[src/core/twu_map.svh]
// twu_map.svh: offsets, field positions, reset values and counts
// assumes: included by bare name from the timer watchdog package and core
`ifndef TWU_MAP_SVH
`define TWU_MAP_SVH

// wishbone byte addresses, one aligned word each, data in the low byte
`define TWU_ADR_CNT_HI	8'h00
`define TWU_ADR_CNT_LO	8'h04
`define TWU_ADR_PSC	8'h08
`define TWU_ADR_CTL	8'h0c
`define TWU_ADR_WDEN	8'h10

// control register field positions
`define TWU_CTL_RUN	7
`define TWU_CTL_SINGLE	6
`define TWU_CTL_MODE_HI	5
`define TWU_CTL_MODE_LO	4
`define TWU_CTL_INPUT_ENABLE_BIT	3
`define TWU_CTL_OUTPUT_MODE_BIT	2
`define TWU_CTL_OUTPUT_VALUE_BIT	1
`define TWU_CTL_OUTPUT_ENABLE_BIT	0
`define TWU_WDEN_BIT	6

// reset values
`define TWU_CNT_RST	16'hffff
`define TWU_PSC_RST	8'hff
`define TWU_CTL_RST	8'h12
`define TWU_HW_CNT	16'hffff

// refresh key and timing counts
`define TWU_KEY_FIRST	8'haa
`define TWU_KEY_SECOND	8'h55
`define TWU_DIV_LAST	2'h3
`define TWU_STRAP_TAKE	2'h2

`endif

[src/core/twu_pkg.sv]
// twu_pkg.sv: types of the timer watchdog unit
// assumes: twu_map.svh on the include path
`include "twu_map.svh"
package twu_pkg;
	typedef enum logic [1:0] {
		twu_in_event  = 2'b00,
		twu_in_gated  = 2'b01,
		twu_in_trig   = 2'b10,
		twu_in_retrig = 2'b11
	} twu_in_mode_e;
endpackage : twu_pkg

[src/core/twu_timer_watchdog.sv]
// twu_timer_watchdog.sv: 16-bit timer / watchdog with 8-bit prescaler
// assumes: classic wishbone master on clk_i, pins arrive asynchronous
// Operation
// RULE1 - 16-bit down-counter behind 8-bit prescaler
// RULE2 - input enable counts pin edges, else clock/4
// RULE3 - run bit starts and stops counting
// RULE4 - restart resumes count unless constant rewritten
// RULE5 - constant at next end, prescaler at once
// RULE6 - counter zero is terminal count
// RULE7 - single mode stops, reloads, clears run bit
// RULE8 - continuous mode reloads and keeps counting
// RULE9 - mode bit writable anytime, with run bit
// RULE10 - event mode counts falling edges after start
// RULE11 - gated mode counts clock/4 while pin high
// RULE12 - triggerable mode starts on edge after run
// RULE13 - retriggerable edge reloads, ignored when stopped
// RULE14 - input mode encoding, gated after reset
// RULE15 - output disabled drives pin high
// RULE16 - square mode toggles at terminal count
// RULE17 - pwm mode copies value bit at end
// RULE18 - timer raises end of count interrupt
// RULE19 - strap low: forced watchdog, fixed count
// RULE20 - clearing enable enters watchdog, one way
// RULE21 - watchdog uses clock/4, ignores run bit
// RULE22 - watchdog terminal count gives system reset
// RULE23 - aah then 55h on low byte refreshes
//
// The placing of the registers and the Wishbone register port are this design's own decisions.
`timescale 1ns/1ns
`include "twu_map.svh"
`default_nettype none
module twu_timer_watchdog (
	input  wire logic        clk_i,
	input  wire logic        rst_i,
	input  wire logic        wb_cyc_i,
	input  wire logic        wb_stb_i,
	input  wire logic        wb_we_i,
	input  wire logic [7:0]  wb_adr_i,
	input  wire logic [3:0]  wb_sel_i,
	input  wire logic [31:0] wb_dat_i,
	output logic      [31:0] wb_dat_o,
	output logic             wb_ack_o,
	input  wire logic        event_input_i,
	input  wire logic        hw_watchdog_strap_i,
	output logic             waveform_output_o,
	output logic             eoc_irq_o,
	output logic             sys_reset_o
);
	localparam logic [7:0] CTL_RST = `TWU_CTL_RST;

	////////////////////////////////////////////////////////////////////////
	// state
	logic                     ack_r;
	logic [31:0]              dat_r;
	logic                     ev_s1_r;
	logic                     ev_s2_r;
	logic                     ev_d_r;
	logic                     st_s1_r;
	logic                     st_s2_r;
	logic [1:0]               st_cnt_r;
	logic                     hw_wd_r;
	logic                     wden_n_r;
	logic                     wd_d_r;
	logic [15:0]              cnt_r;
	logic [15:0]              const_r;
	logic                     new_const_r;
	logic [7:0]               psc_r;
	logic [7:0]               psc_cnt_r;
	logic [1:0]               div_r;
	logic                     run_r;
	logic                     run_d_r;
	logic                     single_r;
	twu_pkg::twu_in_mode_e    mode_r;
	logic                     input_enable_bit_r;
	logic                     output_mode_bit_r;
	logic                     output_value_bit_r;
	logic                     output_enable_bit_r;
	logic                     trig_r;
	logic                     key_r;
	logic                     wave_r;
	logic                     irq_r;
	logic                     srst_r;

	////////////////////////////////////////////////////////////////////////
	// bus decode
	wire       req      = wb_cyc_i & wb_stb_i;
	wire       wr_en    = req & wb_we_i & ack_r & wb_sel_i[0];
	wire [7:0] wd8      = wb_dat_i[7:0];
	wire       sel_hi   = (wb_adr_i == `TWU_ADR_CNT_HI);
	wire       sel_lo   = (wb_adr_i == `TWU_ADR_CNT_LO);
	wire       sel_psc  = (wb_adr_i == `TWU_ADR_PSC);
	wire       sel_ctl  = (wb_adr_i == `TWU_ADR_CTL);
	wire       sel_wden = (wb_adr_i == `TWU_ADR_WDEN);
	wire       wd       = hw_wd_r | ~wden_n_r;
	wire       wr_hi    = wr_en & sel_hi & ~wd;
	wire       wr_lo    = wr_en & sel_lo & ~wd;
	wire       wr_lo_wd = wr_en & sel_lo & wd;
	wire       wr_ctl   = wr_en & sel_ctl & ~wd; // [RULE21]
	wire       wr_psc   = wr_en & sel_psc;
	wire [7:0] ctl_rd   = {run_r, single_r, mode_r, input_enable_bit_r, output_mode_bit_r, output_value_bit_r, output_enable_bit_r};
	wire [7:0] rd_data  = sel_hi   ? cnt_r[15:8] :
	                      sel_lo   ? cnt_r[7:0]  :
	                      sel_psc  ? psc_r       :
	                      sel_ctl  ? ctl_rd      :
	                      sel_wden ? {1'b0, wden_n_r, 6'h00} : 8'h00;

	////////////////////////////////////////////////////////////////////////
	// counting conditions
	wire        fall      = ev_d_r & ~ev_s2_r;
	wire        tick4     = (div_r == `TWU_DIV_LAST);
	wire        ev_mode   = input_enable_bit_r & (mode_r == twu_pkg::twu_in_event);
	wire        src_tick  = (~wd & ev_mode) ? fall : tick4; // [RULE2] [RULE10]
	wire        gate_in   = ~input_enable_bit_r | ev_mode
	                      | ((mode_r == twu_pkg::twu_in_gated) & ev_s2_r) // [RULE11]
	                      | ((mode_r == twu_pkg::twu_in_trig) & trig_r) // [RULE12]
	                      | (mode_r == twu_pkg::twu_in_retrig);
	wire        gate_ok   = wd | (run_r & gate_in); // [RULE3] [RULE21]
	wire        cnt_evt   = src_tick & gate_ok;
	wire        step      = cnt_evt & (psc_cnt_r >= psc_r); // [RULE1] [RULE5]
	wire        eoc       = step & (cnt_r == 16'h0000); // [RULE6]
	wire [15:0] const_eff = hw_wd_r ? `TWU_HW_CNT : const_r; // [RULE19]
	wire        key_hit   = wr_lo_wd & key_r & (wd8 == `TWU_KEY_SECOND); // [RULE23]
	wire        wd_enter  = wd & ~wd_d_r; // [RULE20]
	wire        retrig    = ~wd & run_r & input_enable_bit_r & fall
	                      & (mode_r == twu_pkg::twu_in_retrig); // [RULE13]
	wire        start_ld  = ~wd & run_r & ~run_d_r & new_const_r; // [RULE4]
	wire        any_load  = key_hit | wd_enter | retrig | start_ld;

	////////////////////////////////////////////////////////////////////////
	// wishbone slave: ack one cycle after the request, dropped next cycle
	always_ff @(posedge clk_i) begin
		if (rst_i) begin
			ack_r <= 1'b0;
			dat_r <= 32'h00000000;
		end else begin
			ack_r <= req & ~ack_r;
			dat_r <= {24'h000000, rd_data};
		end
	end
	assign wb_ack_o = ack_r;
	assign wb_dat_o = dat_r;

	////////////////////////////////////////////////////////////////////////
	// pin synchronisers; strap is caught once the synchroniser has filled
	always_ff @(posedge clk_i) begin
		if (rst_i) begin
			ev_s1_r  <= 1'b1;
			ev_s2_r  <= 1'b1;
			ev_d_r   <= 1'b1;
			st_s1_r  <= 1'b1;
			st_s2_r  <= 1'b1;
			st_cnt_r <= 2'h0;
			hw_wd_r  <= 1'b0;
		end else begin
			ev_s1_r <= event_input_i;
			ev_s2_r <= ev_s1_r;
			ev_d_r  <= ev_s2_r;
			st_s1_r <= hw_watchdog_strap_i;
			st_s2_r <= st_s1_r;
			if (st_cnt_r != `TWU_DIV_LAST) begin
				st_cnt_r <= st_cnt_r + 2'h1;
			end
			if (st_cnt_r == `TWU_STRAP_TAKE) begin
				hw_wd_r <= ~st_s2_r; // [RULE19]
			end
		end
	end

	////////////////////////////////////////////////////////////////////////
	// watchdog enable: software may only clear it
	always_ff @(posedge clk_i) begin
		if (rst_i) begin
			wden_n_r <= 1'b1;
			wd_d_r   <= 1'b0;
		end else begin
			wd_d_r <= wd;
			if (wr_en & sel_wden & ~wd8[`TWU_WDEN_BIT]) begin
				wden_n_r <= 1'b0; // [RULE20]
			end
		end
	end

	////////////////////////////////////////////////////////////////////////
	// refresh key; any other low byte write disarms it
	always_ff @(posedge clk_i) begin
		if (rst_i) begin
			key_r <= 1'b0;
		end else if (wr_en & sel_lo) begin
			key_r <= (wd8 == `TWU_KEY_FIRST); // [RULE23]
		end
	end

	////////////////////////////////////////////////////////////////////////
	// constant, prescaler value and control bits
	always_ff @(posedge clk_i) begin
		if (rst_i) begin
			const_r     <= `TWU_CNT_RST;
			new_const_r <= 1'b0;
			psc_r       <= `TWU_PSC_RST;
		end else begin
			if (wr_hi) begin
				const_r[15:8] <= wd8;
			end
			if (wr_lo) begin
				const_r[7:0] <= wd8;
			end
			// a fresh write wins over the clear at the load
			if (wr_hi | wr_lo) begin
				new_const_r <= 1'b1;
			end else if (eoc | start_ld | retrig) begin
				new_const_r <= 1'b0;
			end
			if (wr_psc) begin
				psc_r <= wd8; // [RULE5]
			end
		end
	end

	always_ff @(posedge clk_i) begin
		if (rst_i) begin
			run_r    <= CTL_RST[`TWU_CTL_RUN];
			single_r <= CTL_RST[`TWU_CTL_SINGLE];
			mode_r   <= twu_pkg::twu_in_mode_e'(CTL_RST[`TWU_CTL_MODE_HI:`TWU_CTL_MODE_LO]);
			input_enable_bit_r   <= CTL_RST[`TWU_CTL_INPUT_ENABLE_BIT];
			output_mode_bit_r  <= CTL_RST[`TWU_CTL_OUTPUT_MODE_BIT];
			output_value_bit_r  <= CTL_RST[`TWU_CTL_OUTPUT_VALUE_BIT];
			output_enable_bit_r  <= CTL_RST[`TWU_CTL_OUTPUT_ENABLE_BIT];
		end else if (wr_ctl) begin
			run_r    <= wd8[`TWU_CTL_RUN]; // [RULE3] [RULE9]
			single_r <= wd8[`TWU_CTL_SINGLE]; // [RULE9]
			mode_r   <= twu_pkg::twu_in_mode_e'(wd8[`TWU_CTL_MODE_HI:`TWU_CTL_MODE_LO]); // [RULE14]
			input_enable_bit_r   <= wd8[`TWU_CTL_INPUT_ENABLE_BIT];
			output_mode_bit_r  <= wd8[`TWU_CTL_OUTPUT_MODE_BIT];
			output_value_bit_r  <= wd8[`TWU_CTL_OUTPUT_VALUE_BIT];
			output_enable_bit_r  <= wd8[`TWU_CTL_OUTPUT_ENABLE_BIT];
		end else if (eoc & single_r & ~wd) begin
			run_r <= 1'b0; // [RULE7]
		end
	end

	////////////////////////////////////////////////////////////////////////
	// clock/4 divider, trigger latch, start edge
	always_ff @(posedge clk_i) begin
		if (rst_i) begin
			div_r   <= 2'h0;
			trig_r  <= 1'b0;
			run_d_r <= 1'b0;
		end else begin
			div_r   <= div_r + 2'h1;
			run_d_r <= run_r;
			if (~run_r) begin
				trig_r <= 1'b0; // [RULE12]
			end else if (fall) begin
				trig_r <= 1'b1;
			end
		end
	end

	////////////////////////////////////////////////////////////////////////
	// prescaler and counter; lowering the prescaler acts on the next tick
	always_ff @(posedge clk_i) begin
		if (rst_i) begin
			psc_cnt_r <= 8'h00;
			cnt_r     <= `TWU_CNT_RST;
		end else begin
			if (any_load | step) begin
				psc_cnt_r <= 8'h00;
			end else if (cnt_evt) begin
				psc_cnt_r <= psc_cnt_r + 8'h01;
			end
			if (key_hit | wd_enter) begin
				cnt_r <= const_eff; // [RULE23] [RULE20]
			end else if (retrig | start_ld) begin
				cnt_r <= const_r; // [RULE13] [RULE4]
			end else if (eoc) begin
				cnt_r <= const_eff; // [RULE7] [RULE8]
			end else if (step) begin
				cnt_r <= cnt_r - 16'h0001; // [RULE1]
			end
		end
	end

	////////////////////////////////////////////////////////////////////////
	// waveform output, interrupt pulse, system reset pulse
	always_ff @(posedge clk_i) begin
		if (rst_i) begin
			wave_r <= 1'b1;
			irq_r  <= 1'b0;
			srst_r <= 1'b0;
		end else begin
			irq_r  <= eoc & ~wd; // [RULE18]
			srst_r <= eoc & wd; // [RULE22]
			if (eoc & output_mode_bit_r) begin
				wave_r <= output_value_bit_r; // [RULE17]
			end else if (eoc) begin
				wave_r <= ~wave_r; // [RULE16]
			end
		end
	end
	// pin sharing: a disabled output idles high so other functions can drive
	assign waveform_output_o = output_enable_bit_r ? wave_r : 1'b1; // [RULE15]
	assign eoc_irq_o         = irq_r;
	assign sys_reset_o       = srst_r;
endmodule : twu_timer_watchdog
`default_nettype wire

[config.mk]
export PLATFORM = sky130hd
export DESIGN_NAME = twu_timer_watchdog
export DESIGN_NICKNAME = d
export VERILOG_FILES = /design/src/core/twu_pkg.sv /design/src/core/twu_timer_watchdog.sv
export VERILOG_INCLUDE_DIRS = /design/src /design/src/core
export SDC_FILE = /design/constraint.sdc
export NUM_CORES = 1
export LEC_CHECK = 0
export BUFFER_PORTS_ARGS = -buffer_cell sky130_fd_sc_hd__buf_4
export CORE_MARGIN = 1
export CORE_UTILIZATION = 30
export DETAILED_ROUTE_END_ITERATION = 8
export GPL_TIMING_DRIVEN = 1
export PLACE_DENSITY = 0.45
export SYNTH_ARGS = -nofsm -noshare
export SYNTH_HDL_FRONTEND = slang
export SYNTH_SLANG_ARGS = --single-unit
[constraint.sdc]
create_clock -name clk_i -period 4.45 [get_ports clk_i]
set_clock_uncertainty 0.1 [all_clocks]
set_input_delay 0.89 -clock clk_i [delete_from_list [all_inputs] [get_ports clk_i]]
set_output_delay 0.89 -clock clk_i [all_outputs]
set_load 0.01 [all_outputs]
==> reports/qor_table.md, run 1 <==
| Step | Result | This run |
|:---|:---|:---|
| synth | Number of different library cells in the post-synthesis netlist | 65 |
| timing | Setup TNS | 0 ps |
| placement | Post-detailed-placement cell area | 4654 um2 |
| layout | Layout Nets | 580 |
| hold path | Hold_sp | ev_s1_r |
| setup path | Endpoint of the most critical register-to-register path | cnt_r[6] |
| synth | Number of enable-type register cells in the synthesized netlist | 0 |
| power and ir drop | Leakage power summed over all cells | 1.903 nW |
| synth | Syn Area/Cell | 8.817 um2 |
| floorplan | Full die area | 14910 um2 |
| layout | Area growth from synthesis to final layout | 14.54% |
| layout | N_diodes | 0 |
| floorplan | Number of primary I/O pins | 87 |
| power and ir drop | Total power divided by cell area | 362.9 nW/um2 |
| synth | Async set-reset flop share out of synthesis | 0 |
| global route | Global-route usage over all layers | 0.1702 |
| route | Number of vias after detailed routing | 3540 |
| setup path | Critical Path Start Type | register |
| setup path | Biggest fanout along the worst timing path | 25 |
| clock network | Buffer count from post-CTS setup fixing | 0 |
| clock network | Count of hold-fix buffers inserted at cts | 0 |
| setup path | Setup slack on the worst flop-to-flop path | 1340 ps |
| route | Via count normalized by instance count | 5.057 |
| synth | Post-synth top area cell | sky130_fd_sc_hd__dfxtp_1 |
| setup path | Critical R2R Launch | psc_cnt_r[2] |
| global route | Number of antenna violations at the first check in global routing | 0 |
| timing | Number of max-slew violations in the final report | 0 |
| route | Count of antenna-violating nets left after detailed routing | 0 |
| clock network | Bufs on Longest Clock Path | 2 |
| clock network | Cts repair resizes | 0 |
| route | Routed length per instance | 16.69 um |
| setup path | Worst endpoint data arrival time | 3240 ps |
| placement | Placer congestion estimate | 0.7722 |
| synth | Primary FF master, synth | sky130_fd_sc_hd__dfxtp_1 |
| clock network | H-Tree Level Count | 3 |
| hold path | Path category of the worst min-delay check | register to register |
| timing | Headroom to the max-slew limit | 0.2878 |
| route | Total Wirelength | 11.68 mm |
| setup path | Critical path type | register to register |
| global route | Via count of the first global-routing pass | 3351 |
| placement | Post-DP HPWL | 8.175 mm |
| setup path | Chain of cells forming the critical path | ha_1 -> or3_1 -> a21oi_1 -> o31ai_2 -> a211oi_4 -> a31oi_1 -> a221o_1 |
| setup path | Crit. End Element | register |
| synth | Gate count of the mapped netlist | 491 |
| clock network | Clock transition at the registers of the reported paths | 60 ps |
| timing | Final critical-path share of the clock period | 0.6994 |
| setup path | R2r worst-path depth | 7 |
| layout | Count of fill cells added during filler insertion | 1471 |
| synth | Number of storage elements in the synthesis netlist | 84 |
| hold path | Count of cells along the worst hold path | 1 |
| synth | Total number of yosys warnings | 0 |
| power and ir drop | Maximum ir drop on the vdd rail | 0.0001732 V |
| placement | Count of input and output buffers | 35 |
| route | Starting DRC count in detailed routing | 266 |
| hold path | Hold Path End | ev_s2_r |
| clock network | Clock buffers created by TritonCTS | 9 |
| synth | Most instantiated library cell after synthesis | sky130_fd_sc_hd__dfxtp_1 |
| flow run | Max capacitance violation total | 0 |
| setup path | Critical path required time | 4580 ps |
| layout | Ratio of cells with drive above 1 in the final layout | 0.1481 |
| route | Length of the first detailed-routing pass in iterations | 5 |
| clock network | Clk root buf | sky130_fd_sc_hd__clkbuf_16 |
| clock network | CTS tree | built |
| timing | Slew of the pin with the lowest slew margin | 1053 ps |
| timing | Final-report setup violation count | 0 |
| floorplan | X dimension of the die | 122.1 um |
| setup path | CP max-delay cell | sky130_fd_sc_hd__a211oi_4 |
| timing | Time the worst path needs with I/O delays and setup | 3113 ps |
| floorplan | Core Region | 13990 um2 |
| synth | Cell area after synthesis | 4329 um2 |
| synth | Commonest cells in the synthesized netlist | sky130_fd_sc_hd__dfxtp_1 (84), sky130_fd_sc_hd__nand2_1 (55), sky130_fd_sc_hd__nor2_1 (34) |
| global route | Maximum number of pins on one net before global-route repair | 52 |
| floorplan | Vertical die dimension | 122.1 um |
| global route | First-pass GRT wire length | 18.91 mm |
| outcome | Outcome | complete, no violations |
| clock network | Clk Latency, worst-skew pair | 340 ps |
| synth | Proportion of synthesized chip area in sequential cells | 0.3884 |
| global route | Remaining global-route overflow | 0 |
| clock network | Number of clock sinks seen by CTS | 84 |
| setup path | Largest incremental delay on the critical path | 910 ps |
| timing | Highest attainable clock frequency | 321.3 MHz |
| floorplan | Number of rows in the core area | 43 |
| timing | Number of hold-slack violations in the final timing report | 0 |
| synth | Area fraction of the dominant cell type after synthesis | 0.3884 |
| synth | Synth area leaders | sky130_fd_sc_hd__dfxtp_1 (39%), sky130_fd_sc_hd__mux2i_1 (5.5%), sky130_fd_sc_hd__nand2_1 (4.8%) |
| layout | Area of all placed cells without fillers | 4959 um2 |
| floorplan | Effective utilization at floorplan | 0.3095 |
| timing | Setup repair after global routing missed its margin | no |
| route | # DRC | 0 |
[worst max path at each step]
stage	start	endpoint	depth (start not counted)
detailed placement	wb_adr_i[4]	cnt_r[12]	8
CTS	psc_cnt_r[2]	cnt_r[6]	7
global route	psc_cnt_r[2]	cnt_r[13]	7
floorplan	wb_adr_i[4]	cnt_r[3]	7
finish	psc_cnt_r[2]	cnt_r[6]	7
global placement	wb_adr_i[4]	cnt_r[8]	8
[cell families (layout without fill, tap and decap cells)]
family,Yosys count,count (layout),synth area share
compound gates,90,90,0.1627
xor+xnor,19,19,0.03844
fa+ha+maj,14,14,0.04046
buf+inv,69,75,0.08439
flops,84,84,0.3884
mux,26,26,0.06069
other cells,1,24,0.0008662
simple gates,188,188,0.2240
[worst max-delay path: cells and delay by family, from the launching register on]
| kind | cells | cell delay, ps |
|---|---|---|
| adders and majority gates | 1 | 290 |
| and+or+nand+nor | 1 | 350 |
| DFF | 1 | 480 |
| AOI/OAI and AO/OA | 5 | 1780 |
[cell usage in the layout (no fill, tap or decap), drive strengths merged, types with 5 or more instances in the layout]
cell,count
a21o,5
a21oi,21
a221o,10
a221oi,5
and3,5
buf,40
clkbuf,12
conb,24
dfxtp,84
ha,14
inv,19
mux2i,24
nand2,55
nand3,13
nand4,7
nor2,34
nor2b,5
nor3,21
nor4,6
o211ai,9
o21ai,5
or2,9
or3,13
xnor2,6
xor2,13
[routing by layer]
metal,wire length [um],GRT usage,vias up
met5,0,0,-
met4,214,0.07241,0
met3,611,0.02996,16
met2,5118,0.2496,92
met1,5738,0.2425,1659
li1,-,-,1773
[report_power, final]
part / switching [mW] / internal [mW] / total [mW]
Combinational: 0.130 / 0.0818 / 0.212
Sequential: 0.0377 / 0.782 / 0.820
Clock: 0.304 / 0.464 / 0.767
Total: 0.472 / 1.33 / 1.80
[through the flow]
step	power, mW	hold slack [ps]	std cells	worst slack (ps)	utilization
final	1.800	309.3	700	1337	0.3545
after global routing	1.879	326.1	700	1109	0.3545
after CTS	1.817	313.7	700	1347	0.3545
after detailed placement	1.049	299.0	684	1079	0.3327
after global placement	1.046	292.4	684	1109	0.3327
after floorplan	0.9873	289.5	514	1581	-
[cell type report]
class                           count  area (um2)  area share
Multi-Input combinational cell    361        2376      0.4792
Sequential cell                    84        1682      0.3391
Timing Repair Buffer               40       300.3     0.06056
Clock buffer                       12       256.5     0.05173
Tap cell                          180       225.2     0.04542
Inverter                           19       71.32     0.01438
Clock inverter                      4       47.55    0.009589
[state kept, by name (all words and copies together) (netlist names), 2 cells and up]
| signal | count |
|---|---|
| cnt_r | 16 |
| const_r | 16 |
| psc_cnt_r | 8 |
| psc_r | 8 |
| wb_dat_o | 8 |
| div_r | 2 |
| mode_r | 2 |
| st_cnt_r | 2 |
(Power assumes the default switching activity.)
==> run 2, diff against run 1 <==
--- a/config.mk
+++ b/config.mk
@@ -11,7 +11,7 @@
 export CORE_UTILIZATION = 30
 export DETAILED_ROUTE_END_ITERATION = 8
 export GPL_TIMING_DRIVEN = 1
-export PLACE_DENSITY = 0.45
+export PLACE_DENSITY = 0.47
 export SYNTH_ARGS = -nofsm -noshare
 export SYNTH_HDL_FRONTEND = slang
 export SYNTH_SLANG_ARGS = --single-unit
==> constraint.sdc (replaced) <==
create_clock -name clk_i -period 2.63 [get_ports clk_i]
set_clock_uncertainty 0.1 [all_clocks]
set_input_delay 0.526 -clock clk_i [delete_from_list [all_inputs] [get_ports clk_i]]
set_output_delay 0.526 -clock clk_i [all_outputs]
set_load 0.01 [all_outputs]
==> run 2 against run 1 <==
Via count increased by 8.9%. Power grew 89%. Combinational power rose by 140%. Non-clock buffer count is 48 higher. Design area grew 13%. Utilization is 4.6 points higher. Critical endpoint unchanged. Count of clock-buffer cells in the layout unchanged. Worst hold slack worse by 57 ps. Fmax increased by 22%. Clock power is 96% higher. Largest power group is now clock.
==> reports/qor_table.md, run 2 (same netlist as run 1, synthesis figures left out) <==
| Step | Result | This run |
|:---|:---|:---|
| clock network | CTS tree | built |
| timing | Slew of the pin with the lowest slew margin | 555.8 ps |
| setup path | Biggest fanout along the worst timing path | 5 |
| setup path | Critical Path Start Type | register |
| placement | Count of input and output buffers | 35 |
| timing | Headroom to the max-slew limit | 0.6295 |
| global route | Remaining global-route overflow | 0 |
| power and ir drop | Leakage power summed over all cells | 2.224 nW |
| layout | Area of all placed cells without fillers | 5603 um2 |
| clock network | H-Tree Level Count | 3 |
| floorplan | Full die area | 14910 um2 |
| clock network | Number of clock sinks seen by CTS | 84 |
| route | Via count normalized by instance count | 5.154 |
| route | Routed length per instance | 16.93 um |
| clock network | Clock buffers created by TritonCTS | 9 |
| layout | Area growth from synthesis to final layout | 29.42% |
| timing | Number of max-slew violations in the final report | 0 |
| floorplan | Effective utilization at floorplan | 0.3095 |
| floorplan | Core Region | 13990 um2 |
| clock network | Bufs on Longest Clock Path | 2 |
| timing | Time the worst path needs with I/O delays and setup | 2553 ps |
| global route | Maximum number of pins on one net before global-route repair | 51 |
| timing | Final critical-path share of the clock period | 0.9708 |
| clock network | Clock transition at the registers of the reported paths | 60 ps |
| timing | Number of hold-slack violations in the final timing report | 0 |
| clock network | Clk root buf | sky130_fd_sc_hd__clkbuf_16 |
| route | Number of vias after detailed routing | 3855 |
| route | Total Wirelength | 12.67 mm |
| setup path | Worst endpoint data arrival time | 2690 ps |
| layout | Core occupancy in the finished layout | 0.4005 |
| timing | Final hold slack | 252.5 ps |
| placement | Post-detailed-placement cell area | 5012 um2 |
| outcome | Outcome | complete, no violations |
| clock network | Clk Latency, worst-skew pair | 350 ps |
| floorplan | Vertical die dimension | 122.1 um |
| timing | Setup repair after global routing missed its margin | yes |
| setup path | Critical path required time | 2770 ps |
| global route | Via count of the first global-routing pass | 3601 |
| global route | Number of antenna violations at the first check in global routing | 0 |
| route | Length of the first detailed-routing pass in iterations | 4 |
| timing | Highest attainable clock frequency | 391.7 MHz |
| power and ir drop | Total power divided by cell area | 606.4 nW/um2 |
| placement | Post-DP HPWL | 9.114 mm |
| layout | Top library cells by usage in the layout, fill and taps aside | sky130_fd_sc_hd__dfxtp_1 (80), sky130_fd_sc_hd__buf_4 (79), sky130_fd_sc_hd__nand2_1 (55) |
| placement | Placer congestion estimate | 0.8139 |
| layout | Most frequent standard cell in the layout excluding fill and tap cells | sky130_fd_sc_hd__dfxtp_1 |
| route | # DRC | 0 |
| timing | Final-report setup violation count | 0 |
| global route | Global-route usage over all layers | 0.1780 |
| floorplan | X dimension of the die | 122.1 um |
| power and ir drop | Maximum ir drop on the vdd rail | 0.0003267 V |
| global route | First-pass GRT wire length | 19.75 mm |
| layout | Largest registers | cnt_r (16), const_r (16) |
| layout | Ratio of cells with drive above 1 in the final layout | 0.2570 |
| setup path | Critical path type | register to register |
| layout | Layout Nets | 628 |
| route | Starting DRC count in detailed routing | 303 |
| floorplan | Number of rows in the core area | 43 |
| flow run | Max capacitance violation total | 0 |
| hold path | Path category of the worst min-delay check | primary input to register |
| route | Count of antenna-violating nets left after detailed routing | 0 |
| setup path | Crit. End Element | register |
| layout | N_diodes | 0 |
| floorplan | Number of primary I/O pins | 87 |
==> run 2: cell types whose count changed in the layout (fill, tap and decap cells not counted), moves of 3 or more <==
cell                        change
sky130_fd_sc_hd__a21oi_1        -4
sky130_fd_sc_hd__clkbuf_16      +4
sky130_fd_sc_hd__buf_4         +39
sky130_fd_sc_hd__ha_1           -4
sky130_fd_sc_hd__a21oi_2        +3
sky130_fd_sc_hd__dfxtp_2        +3
sky130_fd_sc_hd__buf_12         +4
sky130_fd_sc_hd__dfxtp_1        -4
==> run 2: worst max-delay path, stage by stage, from the launching register on <==
cell and delay [ps]:
sky130_fd_sc_hd__dfxtp_1 330, sky130_fd_sc_hd__nand3b_1 210, sky130_fd_sc_hd__or4_4 510, sky130_fd_sc_hd__o21ai_2 120, sky130_fd_sc_hd__a311oi_2 150, sky130_fd_sc_hd__clkbuf_16 200, sky130_fd_sc_hd__clkbuf_16 150, sky130_fd_sc_hd__or3_1 340
sky130_fd_sc_hd__a221o_1 330
==> run 2: cell type report <==
| class | count | area (um2) |
|---|---|---|
| well taps | 180 | 225.2 |
| repair buffers | 88 | 788.3 |
| multi-input cells | 361 | 2477 |
| flip-flops and latches | 84 | 1689 |
| clock inverters | 4 | 95.09 |
| clock buffers | 12 | 256.5 |
| fillers | 1411 | 8386 |
| inverters | 19 | 71.32 |
==> run 2: per-layer routing <==
metal	track usage	vias up	share of wire
li1	-	1866	-
met1	0.2425	1831	0.46
met2	0.2719	139	0.46
met3	0.03277	19	0.060
met4	0.08003	0	0.024
met5	0	-	0
==> run 2: final timing paths <==
check / startpoint / to / slack, ps / depth (start not counted)
min reg2reg: st_s1_r / st_s2_r / 310 / 1
min: hw_watchdog_strap_i / st_s1_r / 250 / 2
max reg2reg: hw_wd_r / cnt_r[6] / 80 / 8
max: hw_wd_r / cnt_r[6] / 80 / 8
==> run 2: where the power goes <==
group          total, mW  internal, mW  switching, mW
registers           1.38          1.32         0.0594
clock network       1.50         0.979          0.524
logic              0.512         0.252          0.261
==> run 2: timing repair <==
item / in CTS / in global routing
buffers inserted: 2 / 1
hold buffers: 0 / 0
pin swaps: 3 / 11
setup endpoints to repair: 10 / 17
gates resized for setup: 9 / 22
cloned: 0 / 3
==> run 2: through the flow <==
stage	power, mW	setup TNS, ps	setup slack (ps)	cells
after floorplan	1.671	0	95.79	514
after global placement	1.839	-480.0	-79.76	726
after detailed placement	1.843	-521.9	-84.38	726
after CTS	3.372	0	9.021	744
after global routing	3.551	-16.94	-16.94	748
final	3.397	0	76.78	748
==> run 3, diff against run 2 <==
--- a/config.mk
+++ b/config.mk
@@ -6,12 +6,12 @@
 export SDC_FILE = /design/constraint.sdc
 export NUM_CORES = 1
 export LEC_CHECK = 0
-export BUFFER_PORTS_ARGS = -buffer_cell sky130_fd_sc_hd__buf_4
 export CORE_MARGIN = 1
 export CORE_UTILIZATION = 30
 export DETAILED_ROUTE_END_ITERATION = 8
+export DONT_BUFFER_PORTS = 1
 export GPL_TIMING_DRIVEN = 1
-export PLACE_DENSITY = 0.47
+export PLACE_DENSITY = 0.41
 export SYNTH_ARGS = -nofsm -noshare
 export SYNTH_HDL_FRONTEND = slang
 export SYNTH_SLANG_ARGS = --single-unit
==> run 3 against run 2 <==
The run now ends with setup timing left. Design area down 6.1%. Global-route usage fell by 0.094 points. Cell count shrank 6.0%. Clock power is 5% lower. Critical path depth grew 1. Worst hold slack got worse by 110 ps. First-iteration DRC count decreased by 16%. Sequential cell count did not move.
==> reports/qor_table.md, run 3 (same netlist as run 1, synthesis figures left out) <==
| Step | Result | This run |
|:---|:---|:---|
| placement | Placer congestion estimate | 0.7802 |
| global route | Number of antenna violations at the first check in global routing | 0 |
| layout | Layout Nets | 583 |
| route | Length of the first detailed-routing pass in iterations | 5 |
| global route | Remaining global-route overflow | 0 |
| layout | Area growth from synthesis to final layout | 21.50% |
| clock network | Clock buffers created by TritonCTS | 9 |
| hold path | Path category of the worst min-delay check | primary input to register |
| outcome | Violated checks | setup timing |
| layout | Largest registers | cnt_r (16), const_r (16) |
| clock network | Number of clock sinks seen by CTS | 84 |
| layout | Count of fill cells added during filler insertion | 1430 |
| clock network | Clock transition at the registers of the reported paths | 70 ps |
| timing | Highest attainable clock frequency | 380.2 MHz |
| power and ir drop | Switching Share | 0.2574 |
| timing | Final setup slack of the worst path | -0.4352 ps |
| global route | First-pass GRT wire length | 19.48 mm |
| power and ir drop | Leakage power summed over all cells | 1.951 nW |
| route | Via count normalized by instance count | 5.121 |
| layout | Sequential cell area in the final layout | 1689 um2 |
| global route | Global-route usage over all layers | 0.1771 |
| layout | Multi-input logic area | 2534 um2 |
| setup path | Critical Path Start Type | register |
| timing | Final-report setup violation count | 1 |
| floorplan | Vertical die dimension | 122.1 um |
| layout | Top library cells by usage in the layout, fill and taps aside | sky130_fd_sc_hd__dfxtp_1 (78), sky130_fd_sc_hd__nand2_1 (55), sky130_fd_sc_hd__buf_4 (35) |
| power and ir drop | Maximum ir drop on the vdd rail | 0.0003046 V |
| timing | Headroom to the max-slew limit | 0.6176 |
| floorplan | Full die area | 14910 um2 |
| route | Starting DRC count in detailed routing | 256 |
| layout | N_diodes | 0 |
| route | Total Wirelength | 12.69 mm |
| timing | Number of hold-slack violations in the final timing report | 0 |
| setup path | Critical path required time | 2770 ps |
| clock network | Bufs on Longest Clock Path | 2 |
| floorplan | Core Region | 13990 um2 |
| timing | Setup repair after global routing missed its margin | yes |
| setup path | Worst endpoint data arrival time | 2780 ps |
| setup path | Crit. End Element | register |
| route | # DRC | 0 |
| global route | Maximum number of pins on one net before global-route repair | 52 |
| placement | Post-detailed-placement cell area | 4639 um2 |
| clock network | CTS tree | built |
| route | Number of vias after detailed routing | 3600 |
| power and ir drop | Total power divided by cell area | 608.3 nW/um2 |
| layout | Core occupancy in the finished layout | 0.3760 |
| layout | Number of cells in the finished layout apart from fillers | 703 |
| setup path | Biggest fanout along the worst timing path | 7 |
| power and ir drop | Proportion of power drawn by combinational gates | 0.125 |
| outcome | Outcome | finished, violations left |
| clock network | Count of hold-fix buffers inserted at cts | 0 |
| power and ir drop | Switching power of the nets | 0.8237 mW |
| timing | Number of max-slew violations in the final report | 0 |
| floorplan | Effective utilization at floorplan | 0.3095 |
| clock network | Clk Latency, worst-skew pair | 350 ps |
| route | Routed length per instance | 18.05 um |
| flow run | Max capacitance violation total | 0 |
| timing | Time the worst path needs with I/O delays and setup | 2630 ps |
| clock network | H-Tree Level Count | 3 |
| setup path | Critical path type | register to register |
| power and ir drop | Portion of total power attributed to sequential cells | 0.433 |
| floorplan | X dimension of the die | 122.1 um |
| placement | Count of input and output buffers | 0 |
| layout | Area of all placed cells without fillers | 5260 um2 |
| placement | Cell count after placement | 678 |
| floorplan | Number of primary I/O pins | 87 |
| global route | Via count of the first global-routing pass | 3301 |
| timing | Final critical-path share of the clock period | 1.000 |
| placement | Post-DP HPWL | 8.771 mm |
| floorplan | Number of rows in the core area | 43 |
| power and ir drop | Internal power component | 2.376 mW |
| layout | Ratio of cells with drive above 1 in the final layout | 0.2103 |
| power and ir drop | Clock network fraction of design power | 0.442 |
| layout | Most frequent standard cell in the layout excluding fill and tap cells | sky130_fd_sc_hd__dfxtp_1 |
| clock network | Clk root buf | sky130_fd_sc_hd__clkbuf_16 |
| route | Count of antenna-violating nets left after detailed routing | 0 |
| timing | Slew of the pin with the lowest slew margin | 571.1 ps |
-- run 3: layout make-up --
cell class | count | share of cell area
timing repair buffer | 43 | 0.07802
sequential | 84 | 0.3211
inverter | 19 | 0.01451
multi-input combinational | 361 | 0.4817
clock inverter | 5 | 0.01570
clock buffer | 11 | 0.04615
tap | 180 | 0.04282
-- run 3: metal layers --
layer	GRT usage	vias to the layer above	share of wire
met3	0.03979	15	0.056
met4	0.05640	0	0.013
li1	-	1780	-
met5	0	-	0
met2	0.2553	108	0.44
met1	0.2575	1697	0.49
-- run 3: power groups by stage --
stage | Sequential (mW) | Combinational [mW] | Clock, mW
final | 1.38 | 0.399 | 1.42
after global routing | 1.39 | 0.440 | 1.51
after CTS | 1.38 | 0.340 | 1.45
after detailed placement | 1.41 | 0.338 | 0
after global placement | 1.41 | 0.334 | 0
after floorplan | 1.40 | 0.275 | 0
-- run 3: timing repair --
action                     in CTS  in global routing
buffers inserted                0                  6
gates resized for setup         0                 45
setup endpoints to repair       0                 14
-- run 3: final timing paths --
kind | endpoint | cells past startpoint | from | slack (ps)
setup reg to reg | cnt_r[6] | 9 | psc_r[2] | -0.4
setup / recovery | cnt_r[6] | 9 | psc_r[2] | -0.4
hold reg to reg | hw_wd_r | 1 | st_s2_r | 300
hold / removal | output_enable_bit_r | 1 | rst_i | 140
-- run 3: critical path: stages, from the launching register on --
cell                        delay, ps
sky130_fd_sc_hd__dfxtp_2          350
sky130_fd_sc_hd__inv_4             40
sky130_fd_sc_hd__ha_4             150
sky130_fd_sc_hd__or4_4            540
sky130_fd_sc_hd__a21oi_4          170
sky130_fd_sc_hd__o31ai_4          100
sky130_fd_sc_hd__a311oi_4         470
sky130_fd_sc_hd__clkbuf_16        240
sky130_fd_sc_hd__a31oi_1           70
sky130_fd_sc_hd__a221o_1          290
-- run 3: metrics by stage --
stage / hold slack, ps / power, mW / worst slack, ps / TNS (ps)
finish: 141.9 / 3.200 / -0.4352 / -0.4352
global route: 128.4 / 3.342 / -88.15 / -766.7
CTS: 130.5 / 3.176 / 11.64 / 0
detailed placement: 296.6 / 1.750 / 11.45 / 0
global placement: 295.1 / 1.745 / 3.871 / 0
floorplan: 289.5 / 1.671 / 95.79 / 0
